$ cat config.mk
export PLATFORM = sky130hd
export DESIGN_NAME = rsa_alu
export DESIGN_NICKNAME = d
export VERILOG_FILES = /design/src/hw/rsa_alu.v
export VERILOG_INCLUDE_DIRS = /design/src /design/src/hw
export SDC_FILE = /design/constraint.sdc
export NUM_CORES = 1
export LEC_CHECK = 0
export BUFFER_PORTS_ARGS = -buffer_cell sky130_fd_sc_hd__buf_2
export CORE_MARGIN = 2
export CORE_UTILIZATION = 51
export DETAILED_ROUTE_END_ITERATION = 6
export GPL_TIMING_DRIVEN = 1
export PLACE_DENSITY_LB_ADDON = 0.12
export SETUP_SLACK_MARGIN = 0.4
export SLEW_MARGIN = 0
export SYNTH_ARGS = -nofsm -noshare
export SYNTH_HDL_FRONTEND = slang
export SYNTH_SLANG_ARGS = --single-unit
$ cat constraint.sdc
create_clock -name clk_sys -period 3.7 [get_ports clk_sys]
set_input_delay 0.37 -clock clk_sys [delete_from_list [all_inputs] [get_ports clk_sys]]
set_output_delay 0.37 -clock clk_sys [all_outputs]
set_load 0.02 [all_outputs]
$ cat src/hw/rsa_alu_map.vh
`ifndef RSA_ALU_MAP_VH
`define RSA_ALU_MAP_VH
// operation codes
`define RSA_OP_NONE 5'h00
`define RSA_OP_ROT_LEFT_C 5'h01
`define RSA_OP_ROT_LEFT_C_WORK 5'h02
`define RSA_OP_ROT_RIGHT 5'h03
`define RSA_OP_ROT_RIGHT_WORK 5'h04
`define RSA_OP_ROT_RIGHT_C 5'h05
`define RSA_OP_ROT_RIGHT_C_WORK 5'h06
`define RSA_OP_DIFF_BORROW 5'h07
`define RSA_OP_DIFF_BORROW_MEM 5'h08
`define RSA_OP_SUB 5'h09
`define RSA_OP_DIFF_MEM 5'h0A
`define RSA_OP_SUBI 5'h0B
`define RSA_OP_DSZ 5'h0C
`define RSA_OP_DSZA 5'h0D
`define RSA_OP_ISZ 5'h0E
`define RSA_OP_ISZA 5'h0F
`define RSA_OP_BTS 5'h10
`define RSA_OP_SETB 5'h11
`define RSA_OP_SETBIT 5'h12
`define RSA_OP_NIB 5'h13
`define RSA_OP_NIBA 5'h14
// reset values and the all-ones byte
`define RSA_WORK_RST 8'h00
`define RSA_FLAG_RST 1'b0
`define RSA_WDATA_RST 8'h00
`define RSA_ALL_ONES 8'hFF
`endif

$ cat src/hw/rsa_alu.v
`timescale 1ns/1ps
`include "rsa_alu_map.vh"

module rsa_alu (
  input wire clk_sys,
  input wire rstn,
  input wire exec_valid,
  input wire [4:0] exec_op,
  input wire [7:0] mem_rdata,
  input wire [7:0] imm_data,
  input wire [2:0] bit_sel,
  output reg [7:0] working_register,
  output reg flag_c,
  output reg flag_ac,
  output reg flag_z,
  output reg flag_ov,
  output reg mem_we,
  output reg [7:0] mem_wdata,
  output reg skip_discard,
  output reg busy
);

  // ----------------------------------------
  // combinational result
  // ----------------------------------------
  reg [7:0] res;
  reg [7:0] sub_b;
  reg sub_cin;
  reg to_mem;
  reg to_work;
  reg set_c;
  reg next_c;
  reg arith;
  reg skip_hit;
  reg [4:0] low_sum;
  reg [8:0] full_sum;
  reg [7:0] bit_mask;

  // one op decode; flags only move where the op says so
  always @* begin
    res = mem_rdata;
    sub_b = ~mem_rdata;
    sub_cin = 1'b1;
    to_mem = 1'b0;
    to_work = 1'b0;
    set_c = 1'b0;
    next_c = flag_c;
    arith = 1'b0;
    skip_hit = 1'b0;
    bit_mask = 8'h01 << bit_sel;
    // borrow ops feed the carry in; every other subtract adds one
    if (exec_op == `RSA_OP_DIFF_BORROW || exec_op == `RSA_OP_DIFF_BORROW_MEM) begin
      sub_cin = flag_c;
    end
    if (exec_op == `RSA_OP_SUBI) begin
      sub_b = ~imm_data;
    end
    // the low nibble sum alone yields the carry out of bit 3
    low_sum = {1'b0, working_register[3:0]} + {1'b0, sub_b[3:0]} + {4'h0, sub_cin};
    full_sum = {1'b0, working_register} + {1'b0, sub_b} + {8'h00, sub_cin};
    case (exec_op)
      `RSA_OP_ROT_LEFT_C: begin
        res = {mem_rdata[6:0], flag_c};
        next_c = mem_rdata[7];
        set_c = 1'b1;
        to_mem = 1'b1;
      end
      `RSA_OP_ROT_LEFT_C_WORK: begin
        res = {mem_rdata[6:0], flag_c};
        next_c = mem_rdata[7];
        set_c = 1'b1;
        to_work = 1'b1;
      end
      `RSA_OP_ROT_RIGHT: begin
        res = {mem_rdata[0], mem_rdata[7:1]};
        to_mem = 1'b1;
      end
      `RSA_OP_ROT_RIGHT_WORK: begin
        res = {mem_rdata[0], mem_rdata[7:1]};
        to_work = 1'b1;
      end
      `RSA_OP_ROT_RIGHT_C: begin
        res = {flag_c, mem_rdata[7:1]};
        next_c = mem_rdata[0];
        set_c = 1'b1;
        to_mem = 1'b1;
      end
      `RSA_OP_ROT_RIGHT_C_WORK: begin
        res = {flag_c, mem_rdata[7:1]};
        next_c = mem_rdata[0];
        set_c = 1'b1;
        to_work = 1'b1;
      end
      `RSA_OP_DIFF_BORROW: begin
        res = full_sum[7:0];
        arith = 1'b1;
        to_work = 1'b1;
      end
      `RSA_OP_DIFF_BORROW_MEM: begin
        res = full_sum[7:0];
        arith = 1'b1;
        to_mem = 1'b1;
      end
      `RSA_OP_SUB: begin
        res = full_sum[7:0];
        arith = 1'b1;
        to_work = 1'b1;
      end
      `RSA_OP_DIFF_MEM: begin
        res = full_sum[7:0];
        arith = 1'b1;
        to_mem = 1'b1;
      end
      `RSA_OP_SUBI: begin
        res = full_sum[7:0];
        arith = 1'b1;
        to_work = 1'b1;
      end
      `RSA_OP_DSZ: begin
        res = mem_rdata - 8'h01;
        skip_hit = (res == 8'h00);
        to_mem = 1'b1;
      end
      `RSA_OP_DSZA: begin
        res = mem_rdata - 8'h01;
        skip_hit = (res == 8'h00);
        to_work = 1'b1;
      end
      `RSA_OP_ISZ: begin
        res = mem_rdata + 8'h01;
        skip_hit = (res == 8'h00);
        to_mem = 1'b1;
      end
      `RSA_OP_ISZA: begin
        res = mem_rdata + 8'h01;
        skip_hit = (res == 8'h00);
        to_work = 1'b1;
      end
      `RSA_OP_BTS: begin
        skip_hit = |(mem_rdata & bit_mask);
      end
      `RSA_OP_SETB: begin
        res = `RSA_ALL_ONES;
        to_mem = 1'b1;
      end
      `RSA_OP_SETBIT: begin
        res = mem_rdata | bit_mask;
        to_mem = 1'b1;
      end
      `RSA_OP_NIB: begin
        res = {mem_rdata[3:0], mem_rdata[7:4]};
        to_mem = 1'b1;
      end
      // nibble exchange into working register, memory and flags kept
      `RSA_OP_NIBA: begin
        res = {mem_rdata[3:0], mem_rdata[7:4]};
        to_work = 1'b1;
      end
      default: begin
        res = mem_rdata;
      end
    endcase
  end

  // ----------------------------------------
  // acceptance
  // ----------------------------------------
  // an op is taken on any edge outside the dummy cycle, so ops may follow
  // back to back; the slot right after a skip is dropped with no answer,
  // which stands for the discarded prefetch of the core
  wire take;
  assign take = exec_valid && !busy;

  // ----------------------------------------
  // arithmetic flag values
  // ----------------------------------------
  reg next_c_sum;
  reg next_ac;
  reg next_z;
  reg next_ov;

  // flag meaning
  // carry out of bit 7 is the inverted borrow, so set means no borrow;
  // overflow when both addends share a sign that the sum lacks
  always @* begin
    next_c_sum = full_sum[8];
    next_ac = low_sum[4];
    next_z = (full_sum[7:0] == 8'h00);
    next_ov = (working_register[7] == sub_b[7]) && (full_sum[7] != working_register[7]);
  end

  // ----------------------------------------
  // working register
  // ----------------------------------------
  // working register load
  // only ops that target the register load it; memory-side ops leave it
  always @(posedge clk_sys) begin
    if (!rstn) begin
      working_register <= `RSA_WORK_RST;
    end else if (take && to_work) begin
      working_register <= res;
    end
  end

  // ----------------------------------------
  // status flags
  // ----------------------------------------
  // no op asks for both carry sources; the arithmetic one is listed last
  // so it would win if a later code ever did
  always @(posedge clk_sys) begin
    if (!rstn) begin
      flag_c <= `RSA_FLAG_RST;
      flag_ac <= `RSA_FLAG_RST;
      flag_z <= `RSA_FLAG_RST;
      flag_ov <= `RSA_FLAG_RST;
    end else if (take) begin
      if (set_c) begin
        flag_c <= next_c;
      end
      if (arith) begin
        flag_c <= next_c_sum;
        flag_ac <= next_ac;
        flag_z <= next_z;
        flag_ov <= next_ov;
      end
    end
  end

  // ----------------------------------------
  // memory write port
  // ----------------------------------------
  // write back strobe
  // write data keeps its last value; only the strobe marks a write, so
  // the memory side must never latch on a data change alone
  always @(posedge clk_sys) begin
    if (!rstn) begin
      mem_we <= 1'b0;
      mem_wdata <= `RSA_WDATA_RST;
    end else begin
      mem_we <= take && to_mem;
      if (take && to_mem) begin
        mem_wdata <= res;
      end
    end
  end

  // ----------------------------------------
  // skip pipeline
  // ----------------------------------------
  // skip dummy cycle
  // busy stands one clock, making a skipping op two cycles long; the
  // discard pulse tells the fetch side to drop its prefetched word
  always @(posedge clk_sys) begin
    if (!rstn) begin
      skip_discard <= 1'b0;
      busy <= 1'b0;
    end else begin
      skip_discard <= take && skip_hit;
      busy <= take && skip_hit;
    end
  end

endmodule // rsa_alu

## Word-level counts from Yosys, hierarchy flattened

Index checks and enable logic that the tools add are counted.

- $add $sub $neg: 6
- Multiplexer cells: 11
- Reductions and logical operators: 25
- Shift-type cells: 1
- Bitwise logic cells: 4
- Eq/ne operators: 22

Operator list:

| kind | number |
|---|---|
| 8-bit one-hot mux with 9 select lines | 1 |
| 5-bit by 4-bit == test with 1-bit output (second input constant) | 8 |
| 5-bit == test (second input constant) | 5 |
| 8-bit zero test | 3 |
| 5-bit by 3-bit == test with 1-bit output (second input constant) | 4 |
| 8-bit inverter | 2 |
| 2-bit OR reduction | 6 |
| 5-bit by 2-bit == test with 1-bit output (second input constant) | 2 |
| 10-bit OR reduction | 1 |
| 8-bit by 8-bit adder with 9-bit output | 1 |
| 9-bit by 1-bit adder with 9-bit output | 1 |
| 9-bit OR reduction | 1 |
| 8-bit by 1-bit adder with 8-bit output (second input constant) | 1 |
| 8-bit AND | 1 |
| 8-bit two-way mux | 1 |
| 8-bit OR | 1 |
| 8-bit OR reduction | 1 |
| 1-bit by 3-bit left shift with 8-bit output (first input constant) | 1 |
| 8-bit by 1-bit subtractor with 8-bit output (second input constant) | 1 |
| 1-bit two-way mux | 7 |
| 4-bit by 4-bit adder with 5-bit output | 1 |
| 5-bit by 1-bit adder with 5-bit output | 1 |
| 5-bit by 1-bit == test with 1-bit output (second input constant) | 1 |
| 1-bit logical AND | 5 |
| 12 further kinds | 12 |

- Output and inout port bits: 23
- Logic and storage cells: 77
- Register bits: 22

## Logic depth before layout (Yosys ltp)

Gate-level depths: netlist of the first run.

- Depth in word-level cells: 6
- Depth in mapped cells: 13
- Gate-level depth less buffers: 11

## Worst setup path before layout of the first run

OpenSTA, ideal clock, no wires.

- Path type: input -> register
- From: input exec_op[1]
- To: register flag_z
- Cell stages on the path: 12
- Arrival time: 3.502 ns
- Path slack: 0.111 ns
- Cell sequence: buf_2 -> buf_6 -> buf_2 -> or3_1 -> a211o_1 -> fa_1 -> fa_1 -> a211oi_1 -> nor2_1 -> xor2_1 -> or4_1 -> o31ai_1

- Word-level cells in the longest chain between the ends: 5
- Elaborated cells between the ends (all ways): 14

Ends and longest elaborated chain:

| element | RTL line | text |
|---|---|---|
| start, declared | rsa_alu.v:8 | `input wire [4:0] exec_op,` |
| 5-bit by 4-bit == test with 1-bit output / 5-bit by 3-bit == test with 1-bit output (equally long branches) | rsa_alu.v:61 | `case (exec_op)` |
| 8-bit two-way mux / 1-bit logical OR (equally long branches) | - |  |
| 8-bit by 8-bit adder with 9-bit output / 1-bit two-way mux (equally long branches) | rsa_alu.v:60, rsa_alu.v:52 |  |
| 9-bit by 1-bit adder with 9-bit output | rsa_alu.v:60 | `full_sum = {1'b0, working_register} + {1'b0, sub_b} + {8'h00, sub_cin};` |
| 8-bit zero test | rsa_alu.v:188 | `next_z = (full_sum[7:0] == 8'h00);` |
| end signal, assigned | rsa_alu.v:214 | `` flag_z <= `RSA_FLAG_RST; `` |
| end signal, assigned | rsa_alu.v:223 | `flag_z <= next_z;` |
| end, declared | rsa_alu.v:15 | `output reg flag_z,` |

Several ways; a longest one is shown, not always the timed one.
A chain may end at the register's enable or synchronous reset.

## Worst setup path in the final report of the first run

- From: input exec_op[2]
- To: register flag_z

Same word-level chain as after synthesis.

==> results.md, run 1 <==
* Worst-path clk slew at 0.08 ns
* Area Overhead vs Synth at 12.5%
* Number of synthesized flops with an enable pin at 0
* Number of vias after detailed routing at 2881
* Tmin final at 3.13 ns
* Number of maximum-capacitance constraint violations at 0
* Root cell of the clock tree: sky130_fd_sc_hd__clkbuf_8
* Residual DRC count at 0
* Dpl ws at 0.252 ns
* Commonest non-fill, non-tap cell in the layout: sky130_fd_sc_hd__buf_2
* Leakage power figure at 1.16 nW
* TritonCTS clock tree: yes
* Yosys Warn Count at 0
* # IOs at 50
* Starting utilization of the core area at 52.3%
* First-pass GRT wire length at 13800 um
* Asr flop ratio synth at 0%
* CP max stage cell: sky130_fd_sc_hd__or4_1
* Final-stage net count at 415
* Total Negative Setup Slacks at 0 ns
* Largest clock skew in the final design at 0.00642 ns
* Most prevalent standard cell on the critical path: sky130_fd_sc_hd__fa_2
* Fraction of final layout cells with drive strength greater than 1 at 22.2%
* FILL cells at 511
* CTS sink cnt at 22
* Kind of capture point of the worst setup path: flop
* HPWL Detailed at 6220 um
* Pwr dens at 269 nW/um^2
* Clock latency on the worst-skew pair at 0.26 ns
* Critical Path Max Stage Delay at 0.48 ns
* Class of the tightest hold or removal check: reg -> reg
* Cell area after synthesis at 2660 sq um
* Floorplan core area at 5070 sq um
* Max-slew headroom at the worst pin at 61.5%
* TritonCTS buffer count at 3
* Type of the worst setup path: in -> reg
* Number of post-CTS setup repair buffers at 0
* Die Outline Area at 5800 sq um
* Maximum number of pins on one net before global-route repair at 33
* Slack of the worst reg-to-reg path at 0.93 ns
* Number of distinct library cells after synthesis at 67
* Crit Path Max Fanout at 11
* Dominant synthesized flop cell: sky130_fd_sc_hd__dfxtp_1
* Vias in the first global route at 2599
* Antenna violations before repair at 0
* Row cnt at 26
* Total global routing track utilization at 28.7%
* First-pass detailed-route iteration total at 6
* Number of standard cells after synthesis at 344
* Setup repair after global routing missed its margin: no
* Sequential area share after synthesis at 16.6%
* Post-synthesis sequential element count at 22
* Setup slack after layout at 0.575 ns
* Average instance area after synthesis at 7.72 sq um
* Antenna diode instance count at 0
* Hold Fails Final Rpt at 0
* Required @ worst endpoint at 3.88 ns
* CP cell instances: buf_2, nand2b_4, or3_1, a211o_1, fa_2, fa_2, a211oi_4, o21a_1, a211oi_1, or4_1, o31ai_1
* Post-Route Utilization at 58.9%
* DIE WIDTH at 76.2 um
* Critical Path AT at 3.31 ns
* Worst supply voltage drop on vdd at 0.283 mV
* Routability-driven placement congestion ratio at 0.918
* Setup Viol. Count Final at 0
* Number of max-slew violations in the final report at 0
* Final wirelength at 8290 um
* Achievable clock frequency at 0.320 GHz
* Wirelength per Cell at 18.7 um
* Outcome: finished clean
* Port Buffer Count at 49
* Transition time at the pin with the least slew margin at 0.573 ns
* Global-route congestion overflow total at 0
* Starting DRT DRC Count at 391
* Maximum clock path buffer count at 2
* H-Tree Level Count at 1
* Startpoint kind of the worst setup timing path: primary input
* ANT nets after route at 0
* Commonest non-fill, non-tap cells in the layout: sky130_fd_sc_hd__buf_2, sky130_fd_sc_hd__nor2_1, sky130_fd_sc_hd__nand2_1
* Post-Synthesis Net Count at 384
* Die Span Y at 76.2 um
* Share of the cycle needed by the critical path after routing at 84.5%
* Vias/cell at 6.49
* CTS Hold Bufs at 0
-- critical path: cells and delay by family --
| kind | cells | cell delay [ns] |
|---|---|---|
| adder cells (fa/ha/maj) | 2 | 0.81 |
| AND/OR/NAND/NOR | 3 | 0.95 |
| buffers and inverters | 1 | 0.17 |
| AO/OA/AOI/OAI | 5 | 1.00 |
-- cells by family after synthesis --
family / after synthesis / share of synthesized area [%]
buffers and inverters: 44 / 7.77
AND/OR/NAND/NOR: 117 / 24.3
XOR/XNOR: 15 / 4.95
multiplexers: 15 / 6.74
flip-flops: 22 / 16.6
adder cells (fa/ha/maj): 13 / 6.69
AO/OA/AOI/OAI: 118 / 33.0
-- flip-flops by register name, indices dropped and copies added (netlist names) --
signal            cells
mem_wdata             8
working_register      8
busy                  1
flag_ac               1
flag_c                1
flag_ov               1
flag_z                1
mem_we                1
-- synth_stat cells (6+ instances only) --
| cell | n | area, sq um |
|---|---|---|
| sky130_fd_sc_hd__mux2i_1 | 10 | 100 |
| sky130_fd_sc_hd__nand3_1 | 7 | 35.0 |
| sky130_fd_sc_hd__nand2b_1 | 6 | 37.5 |
| sky130_fd_sc_hd__o211ai_1 | 6 | 45.0 |
| sky130_fd_sc_hd__a31oi_1 | 7 | 43.8 |
| sky130_fd_sc_hd__a211oi_1 | 9 | 67.6 |
| sky130_fd_sc_hd__nand2_1 | 25 | 93.8 |
| sky130_fd_sc_hd__ha_1 | 11 | 138 |
| sky130_fd_sc_hd__nor2b_1 | 6 | 37.5 |
| sky130_fd_sc_hd__dfxtp_1 | 22 | 440 |
| sky130_fd_sc_hd__clkbuf_1 | 11 | 41.3 |
| sky130_fd_sc_hd__inv_1 | 13 | 48.8 |
| sky130_fd_sc_hd__buf_2 | 15 | 75.1 |
| sky130_fd_sc_hd__nor2_1 | 26 | 97.6 |
| sky130_fd_sc_hd__a21oi_1 | 20 | 100 |
| sky130_fd_sc_hd__o22ai_1 | 8 | 50.1 |
| sky130_fd_sc_hd__o2bb2ai_1 | 7 | 61.3 |
| sky130_fd_sc_hd__xnor2_1 | 10 | 87.6 |
| sky130_fd_sc_hd__nor3_1 | 13 | 65.1 |
| sky130_fd_sc_hd__o21ai_0 | 21 | 105 |
-- path summary, 6_finish.rpt --
| check | startpoint | to | cells after the start |
|---|---|---|---|
| setup / recovery | exec_op[2] | flag_z | 11 |
| hold reg to reg | flag_ov | flag_ov | 2 |
| setup reg to reg | flag_c | flag_z | 8 |
| hold / removal | flag_ov | flag_ov | 2 |
-- stage by stage --
stage | total power [W] | hold WS (ns) | cell area (sq um) | std cells
final | 0.000805 | 0.458 | 2990 | 444
after detailed placement | 0.000571 | 0.457 | 2900 | 440
after global placement | 0.000569 | 0.443 | 2900 | 440
after CTS | 0.000798 | 0.458 | 2970 | 444
after floorplan | 0.000489 | 0.522 | 2680 | 344
after global routing | 0.000841 | 0.498 | 2990 | 444
-- where the power goes --
part           total (W)  internal [W]  switching [W]
Combinational   0.000320      0.000121       0.000200
Clock           0.000225      0.000144      0.0000806
Sequential      0.000259      0.000249      0.0000105
Total           0.000805      0.000514       0.000291
-- repair_timing --
action	CTS	global route
setup endpoints to repair	0	2
resized for setup	0	2
endpoints found under the hold margin	0	0
-- metal layers --
layer	GRT usage (%)	up-vias	part of all wire (%)
li1	-	1370	-
met1	43.6	1342	46
met2	43.7	153	44
met3	3.55	16	7.6
met4	5.64	0	2.1
met5	0	-	0
-- layout make-up --
class | instances | area (sq um) | share of cell area [%]
repair buffers | 57 | 305 | 10.2
well taps | 70 | 87.6 | 2.93
multi-input cells | 278 | 2030 | 68.1
flip-flops and latches | 22 | 440 | 14.7
clock inverters | 1 | 30.0 | 1.01
clock buffers | 3 | 41.3 | 1.38
inverters | 13 | 48.8 | 1.63
(Power assumes the default switching activity.)
==> run 2: changes to the inputs <==
Clock period 3.7 ns to 2.5 ns, I/O delays scaled along.
==> run 2 against run 1 <==
The run now ends with negative setup slack left; non-clock buffer count rose by 55; die area stayed put; clock-buffer cell count unchanged; first-iteration DRC count fell by 38%; total power rose by 53%; clock skew shrank 0.0046 ns; utilization increased by 11 points; critical path type unchanged; largest power group unchanged; highest routed layer unchanged.
==> results.md, run 2 (synthesized netlist as in run 1, its figures left out) <==
* Outcome: complete, but fails checks
* Violations in the final reports: negative setup slack
* Maximum clock path buffer count at 2
* Internal power at 0.000772 W
* Setup repair after global routing missed its margin: yes
* Sequential fraction of design power at 30.9%
* Kind of capture point of the worst setup path: flop
* Total Negative Setup Slacks at -3.66 ns
* Starting DRT DRC Count at 244
* Startpoint kind of the worst setup timing path: primary input
* Number of cells on the worst hold path at 3
* Leakage power figure at 1.48 nW
* Critical Path AT at 3.05 ns
* WP buf/inv at 1
* Port Buffer Count at 49
* Antenna diode instance count at 0
* Reg-to-Reg Start: flag_c
* Worst-path clk slew at 0.07 ns
* Antenna violations before repair at 0
* Hold Crit Start: rstn
* Pwr dens at 347 nW/um^2
* WP depth at 11
* Worst supply voltage drop on vdd at 0.267 mV
* Floorplan core area at 5070 sq um
* Dpl ws at -0.712 ns
* First-pass detailed-route iteration total at 5
* Global-route congestion overflow total at 0
* Crit Path Max Fanout at 3
* Type of the worst setup path: in -> reg
* Clock network fraction of design power at 17.1%
* Max-slew headroom at the worst pin at 67.1%
* Top cell family by delay on the critical path: compound AO/OA/AOI/OAI gates
* Commonest non-fill, non-tap cells in the layout: sky130_fd_sc_hd__buf_4, sky130_fd_sc_hd__buf_2, sky130_fd_sc_hd__nor2_1
* Wirelength per Cell at 17.2 um
* Largest registers: mem_wdata: 8 flops, working_register: 8 flops
* TritonCTS buffer count at 3
* Fraction of final layout cells with drive strength greater than 1 at 38.1%
* Final-stage net count at 470
* Number of vias after detailed routing at 3066
* Worst reg2reg path endpoint: flag_z
* Logic gate share of total power at 51.9%
* Starting utilization of the core area at 52.3%
* Post-Place Cells at 488
* Total global routing track utilization at 29.2%
* Root cell of the clock tree: sky130_fd_sc_hd__clkbuf_8
* Required @ worst endpoint at 2.68 ns
* HPWL Detailed at 6550 um
* Hold Fails Final Rpt at 0
* Multi-input gate area at 2200 sq um
* FILL cells at 439
* Largest clock skew in the final design at 0.00184 ns
* Setup Viol. Count Final at 15
* CTS sink cnt at 22
* Vias/cell at 6.16
* Most prevalent standard cell on the critical path: sky130_fd_sc_hd__fa_2
* Maximum number of pins on one net before global-route repair at 22
* Slack of the worst reg-to-reg path at -0.22 ns
* Transition time at the pin with the least slew margin at 0.491 ns
* CP max stage cell: sky130_fd_sc_hd__or4_1
* Hold worst-path end: mem_wdata[7]
* Number of max-slew violations in the final report at 0
* Commonest non-fill, non-tap cell in the layout: sky130_fd_sc_hd__buf_4
* Class of the tightest hold or removal check: in -> reg
* Residual DRC count at 0
* Die Outline Area at 5800 sq um
* # IOs at 50
* CTS Hold Bufs at 0
* Switching power of the nets at 0.000460 W
* Row cnt at 26
* Footprint of the flip-flops and latches at 440 sq um
* Vias in the first global route at 2899
* Share of the cycle needed by the critical path after routing at 115%
* Setup slack after layout at -0.375 ns
* Critical Path Max Stage Delay at 0.47 ns
* CP cell instances: buf_6, nand2b_4, or3_1, a211o_1, fa_2, fa_2, a211oi_4, o21a_1, a211oi_2, or4_1, o31ai_1
* Worst reg2reg path depth at 8
* Achievable clock frequency at 0.348 GHz
* ANT nets after route at 0
* First-pass GRT wire length at 13800 um
* Tmin final at 2.88 ns
* TritonCTS clock tree: yes
* Clock latency on the worst-skew pair at 0.26 ns
* Switching portion of total power at 37.3%
* Final Instance Count excl. Fillers at 498
* DIE WIDTH at 76.2 um
* Final wirelength at 8560 um
* Number of maximum-capacitance constraint violations at 0
* Routability-driven placement congestion ratio at 0.913
* H-Tree Level Count at 1
* Power, Total at 0.00123 W
* Die Span Y at 76.2 um
* Area Overhead vs Synth at 33.4%
-- run 2: cell count changes in the layout (fill, tap and decap cells not counted), moves of 2 or more --
cell and change:
sky130_fd_sc_hd__buf_6 +2, sky130_fd_sc_hd__a211oi_4 +3, sky130_fd_sc_hd__a211oi_1 -3, sky130_fd_sc_hd__nor3_1 -2, sky130_fd_sc_hd__nor3_2 +2, sky130_fd_sc_hd__o21ai_2 +2
sky130_fd_sc_hd__xnor2_1 -3, sky130_fd_sc_hd__o21ai_0 -3, sky130_fd_sc_hd__buf_4 +54, sky130_fd_sc_hd__xnor2_2 +2, sky130_fd_sc_hd__a21oi_1 -3, sky130_fd_sc_hd__a21oi_2 +3
-- run 2: worst max-delay path by stage --
stage,to,slack [ns],start
2_1_floorplan,flag_z,-0.70,exec_op[1]
3_3_place_gp,flag_z,-0.66,exec_op[2]
3_5_place_dp,flag_z,-0.71,exec_op[2]
4_1_cts,flag_z,-0.37,exec_op[2]
5_1_grt,flag_z,-0.49,exec_op[2]
6_report,flag_z,-0.38,exec_op[2]
-- run 2: worst register-to-register path, cell delays in order (launching register included) --
cell and delay [ns]:
sky130_fd_sc_hd__dfxtp_1 0.34, sky130_fd_sc_hd__a211o_1 0.32, sky130_fd_sc_hd__fa_2 0.40, sky130_fd_sc_hd__fa_2 0.39, sky130_fd_sc_hd__a211oi_4 0.28, sky130_fd_sc_hd__o21a_1 0.17
sky130_fd_sc_hd__a211oi_2 0.05, sky130_fd_sc_hd__or4_1 0.47, sky130_fd_sc_hd__o31ai_1 0.23
-- run 2: power groups by stage --
stage               Combinational [W]  Sequential [W]  Clock [W]
floorplan                    0.000327        0.000411          0
global placement             0.000539        0.000388          0
detailed placement           0.000548        0.000388          0
CTS                          0.000601        0.000381   0.000213
global route                 0.000691        0.000383   0.000226
finish                       0.000639        0.000381   0.000211
-- run 2: routing by layer --
layer  wire length [um]  global-route usage [%]
met5                  0                       0
met4                203                    9.09
met3                698                    5.09
met2               4150                    50.6
met1               3510                    37.1
-- run 2: metrics by stage --
step	hold slack [ns]	instance area (sq um)	utilization, %
after floorplan	0.402	2730	-
after global placement	0.444	3300	64.9
after detailed placement	0.450	3300	64.9
after CTS	0.378	3460	68.2
after global routing	0.397	3540	69.8
final	0.375	3540	69.8
-- run 2: area by class of cell --
class / instances / share of cell area, %
Multi-Input combinational cell: 278 / 62.0
Inverter: 13 / 1.38
Timing Repair Buffer: 112 / 20.6
Sequential cell: 22 / 12.4
Tap cell: 70 / 2.47
Clock buffer: 3 / 1.17
-- run 2: timing repair --
item / 4_1_cts / 5_1_grt
resized for setup: 18 / 13
pin swaps: 11 / 5
gates cloned: 0 / 0
endpoints found under the hold margin: 0 / 0
endpoints found under the setup margin: 20 / 20
buffers inserted: 5 / 2
==> run 3: changes to the inputs <==
--- a/config.mk
+++ b/config.mk
@@ -9,5 +9,6 @@
 export BUFFER_PORTS_ARGS = -buffer_cell sky130_fd_sc_hd__buf_2
 export CORE_MARGIN = 2
-export CORE_UTILIZATION = 51
+export CORE_UTILIZATION = 53
+export CTS_BUF_LIST = sky130_fd_sc_hd__clkbuf_2
 export DETAILED_ROUTE_END_ITERATION = 6
 export GPL_TIMING_DRIVEN = 1
==> constraint.sdc (replaced) <==
create_clock -name clk_sys -period 2.5 [get_ports clk_sys]
set_input_delay 0.25 -clock clk_sys [delete_from_list [all_inputs] [get_ports clk_sys]]
set_output_delay 0.25 -clock clk_sys [all_outputs]
set_load 0.01 [all_outputs]
==> run 3 against run 2 <==
The flow still finishes with violations (negative setup slack); final cell count decreased by 0.20%; sequential power about the same; clock-buffer cell count unchanged; sequential cell count unchanged; utilization increased by 4.4 points; critical endpoint unchanged; highest routed layer unchanged.
==> results.md, run 3 (synthesized netlist as in run 1, its figures left out) <==
* Total global routing track utilization at 33.8%
* Design Area, Final at 3550 sq um
* Clock latency on the worst-skew pair at 0.37 ns
* Largest registers: mem_wdata: 8 flops, working_register: 8 flops
* # IOs at 50
* Root cell of the clock tree: sky130_fd_sc_hd__clkbuf_2
* CTS Hold Bufs at 0
* Final-stage net count at 471
* Sequential fraction of design power at 30.0%
* Switching portion of total power at 37.3%
* Area Overhead vs Synth at 33.8%
* Startpoint kind of the worst setup timing path: primary input
* Maximum number of pins on one net before global-route repair at 29
* Hold worst-path end: mem_wdata[7]
* Row cnt at 25
* Switching power of the nets at 0.000476 W
* Floorplan core area at 4790 sq um
* First-pass GRT wire length at 14400 um
* Metal3 WL at 718 um
* Maximum clock path buffer count at 2
* Starting utilization of the core area at 55.5%
* First-pass detailed-route iteration total at 5
* Wirelength per Cell at 18.7 um
* Die Outline Area at 5590 sq um
* FILL cells at 378
* Global-route congestion overflow total at 0
* Setup Viol. Count Final at 13
* Share of the cycle needed by the critical path after routing at 112%
* Violations in the final reports: negative setup slack
* Clock network fraction of design power at 20.5%
* Antenna violations before repair at 0
* Worst supply voltage drop on vdd at 0.324 mV
* Fraction of final layout cells with drive strength greater than 1 at 37.2%
* Vias in the first global route at 2823
* TritonCTS clock tree: yes
* Outcome: complete, but fails checks
* Slack of the worst reg-to-reg path at -0.26 ns
* Commonest non-fill, non-tap cells in the layout: sky130_fd_sc_hd__buf_4, sky130_fd_sc_hd__buf_2, sky130_fd_sc_hd__nor2_1
* Class of the tightest hold or removal check: in -> reg
* CTS sink cnt at 22
* Type of the worst setup path: in -> reg
* Leakage power figure at 1.48 nW
* Kind of capture point of the worst setup path: flop
* Number of cells on the worst hold path at 4
* Met1 layer wirelength in the final routing at 4010 um
* H-Tree Level Count at 1
* Worst-path clk slew at 0.26 ns
* Commonest non-fill, non-tap cell in the layout: sky130_fd_sc_hd__buf_4
* Number of maximum-capacitance constraint violations at 0
* Max layer used: met4
* TritonCTS buffer count at 3
* Max-slew headroom at the worst pin at 60.9%
* Worst reg2reg path depth at 8
* Largest clock skew in the final design at 0.0369 ns
* Setup slack after layout at -0.305 ns
* Crit Path Max Fanout at 3
* HPWL Detailed at 6820 um
* Internal power at 0.000799 W
* Final wirelength at 9280 um
* Logic gate share of total power at 49.6%
* Post-Place Cells at 487
* Setup repair after global routing missed its margin: yes
* Pwr dens at 359 nW/um^2
* Reg-to-Reg Start: flag_c
* Post-place instance area at 3330 sq um
* Number of vias after detailed routing at 3187
* Starting DRT DRC Count at 382
* Die Span Y at 74.8 um
* Footprint of the flip-flops and latches at 440 sq um
* DIE WIDTH at 74.8 um
* Critical Path AT at 3.11 ns
* Vias/cell at 6.41
* Dpl ws at -0.735 ns
* Number of max-slew violations in the final report at 0
* Final Instance Count excl. Fillers at 497
* Antenna diode instance count at 0
* Routed wire length on met2 at 4210 um
* Required @ worst endpoint at 2.81 ns
* Multi-input gate area at 2190 sq um
* ANT nets after route at 0
* Tmin final at 2.81 ns
* Total Negative Setup Slacks at -2.44 ns
* Routability-driven placement congestion ratio at 0.985
* Hold Crit Start: rstn
* Transition time at the pin with the least slew margin at 0.584 ns
* Worst reg2reg path endpoint: flag_z
* Port Buffer Count at 49
* Hold Fails Final Rpt at 0
* Achievable clock frequency at 0.356 GHz
* Residual DRC count at 0
run 3: cell types whose count changed in the layout (fill, tap and decap cells not counted), moves of 2 or more:
cell,delta
sky130_fd_sc_hd__a211oi_4,-2
sky130_fd_sc_hd__clkbuf_2,+3
sky130_fd_sc_hd__clkbuf_8,-3
sky130_fd_sc_hd__o21ai_0,+2
sky130_fd_sc_hd__a211oi_2,+2
run 3: critical path: stages:
cell and delay (ns):
sky130_fd_sc_hd__buf_6 0.09, sky130_fd_sc_hd__nand2b_4 0.13, sky130_fd_sc_hd__or3_1 0.30, sky130_fd_sc_hd__a211o_1 0.34
sky130_fd_sc_hd__fa_2 0.39, sky130_fd_sc_hd__fa_2 0.39, sky130_fd_sc_hd__a211oi_4 0.26, sky130_fd_sc_hd__o21a_1 0.18
sky130_fd_sc_hd__a211oi_2 0.05, sky130_fd_sc_hd__or4_1 0.49, sky130_fd_sc_hd__o31ai_1 0.22
run 3: through the flow:
stage | hold slack, ns | utilization, % | power [W]
2_1_floorplan | 0.402 | - | 0.000725
3_3_place_gp | 0.442 | 69.5 | 0.000926
3_5_place_dp | 0.447 | 69.5 | 0.000934
4_1_cts | 0.307 | 73.5 | 0.00125
5_1_grt | 0.325 | 74.2 | 0.00133
6_report | 0.306 | 74.2 | 0.00128
run 3: repair_timing:
action                     CTS  global route
buffers inserted             5             1
gates resized for setup     19             5
setup endpoints to repair   18            20
pin swaps                   20             2
run 3: cell type report:
class | count | share of cell area [%]
multi-input combinational | 278 | 61.5
timing repair buffer | 113 | 21.1
sequential | 22 | 12.4
tap | 67 | 2.36
inverter | 13 | 1.37
clock inverter | 1 | 0.845
clock buffer | 3 | 0.423
run 3: worst max path at each step:
stage	start	end	slack, ns	cells past startpoint
global placement	exec_op[2]	flag_z	-0.66	11
CTS	exec_op[2]	flag_z	-0.20	11
floorplan	exec_op[1]	flag_z	-0.73	12
detailed placement	exec_op[2]	flag_z	-0.73	11
finish	exec_op[2]	flag_z	-0.31	11
global route	exec_op[2]	flag_z	-0.33	11
run 3: per-layer routing:
layer,vias to the layer above,global-route usage (%)
li1,1476,-
met1,1477,47.2
met2,189,54.0
met3,45,5.09
met4,0,10.5
met5,-,0
run 3: power by group through the flow:
stage	clock network, W	registers, W	logic [W]
2_1_floorplan	0	0.000397	0.000328
3_3_place_gp	0	0.000388	0.000538
3_5_place_dp	0	0.000388	0.000546
4_1_cts	0.000261	0.000382	0.000603
5_1_grt	0.000273	0.000385	0.000677
6_report	0.000261	0.000382	0.000632
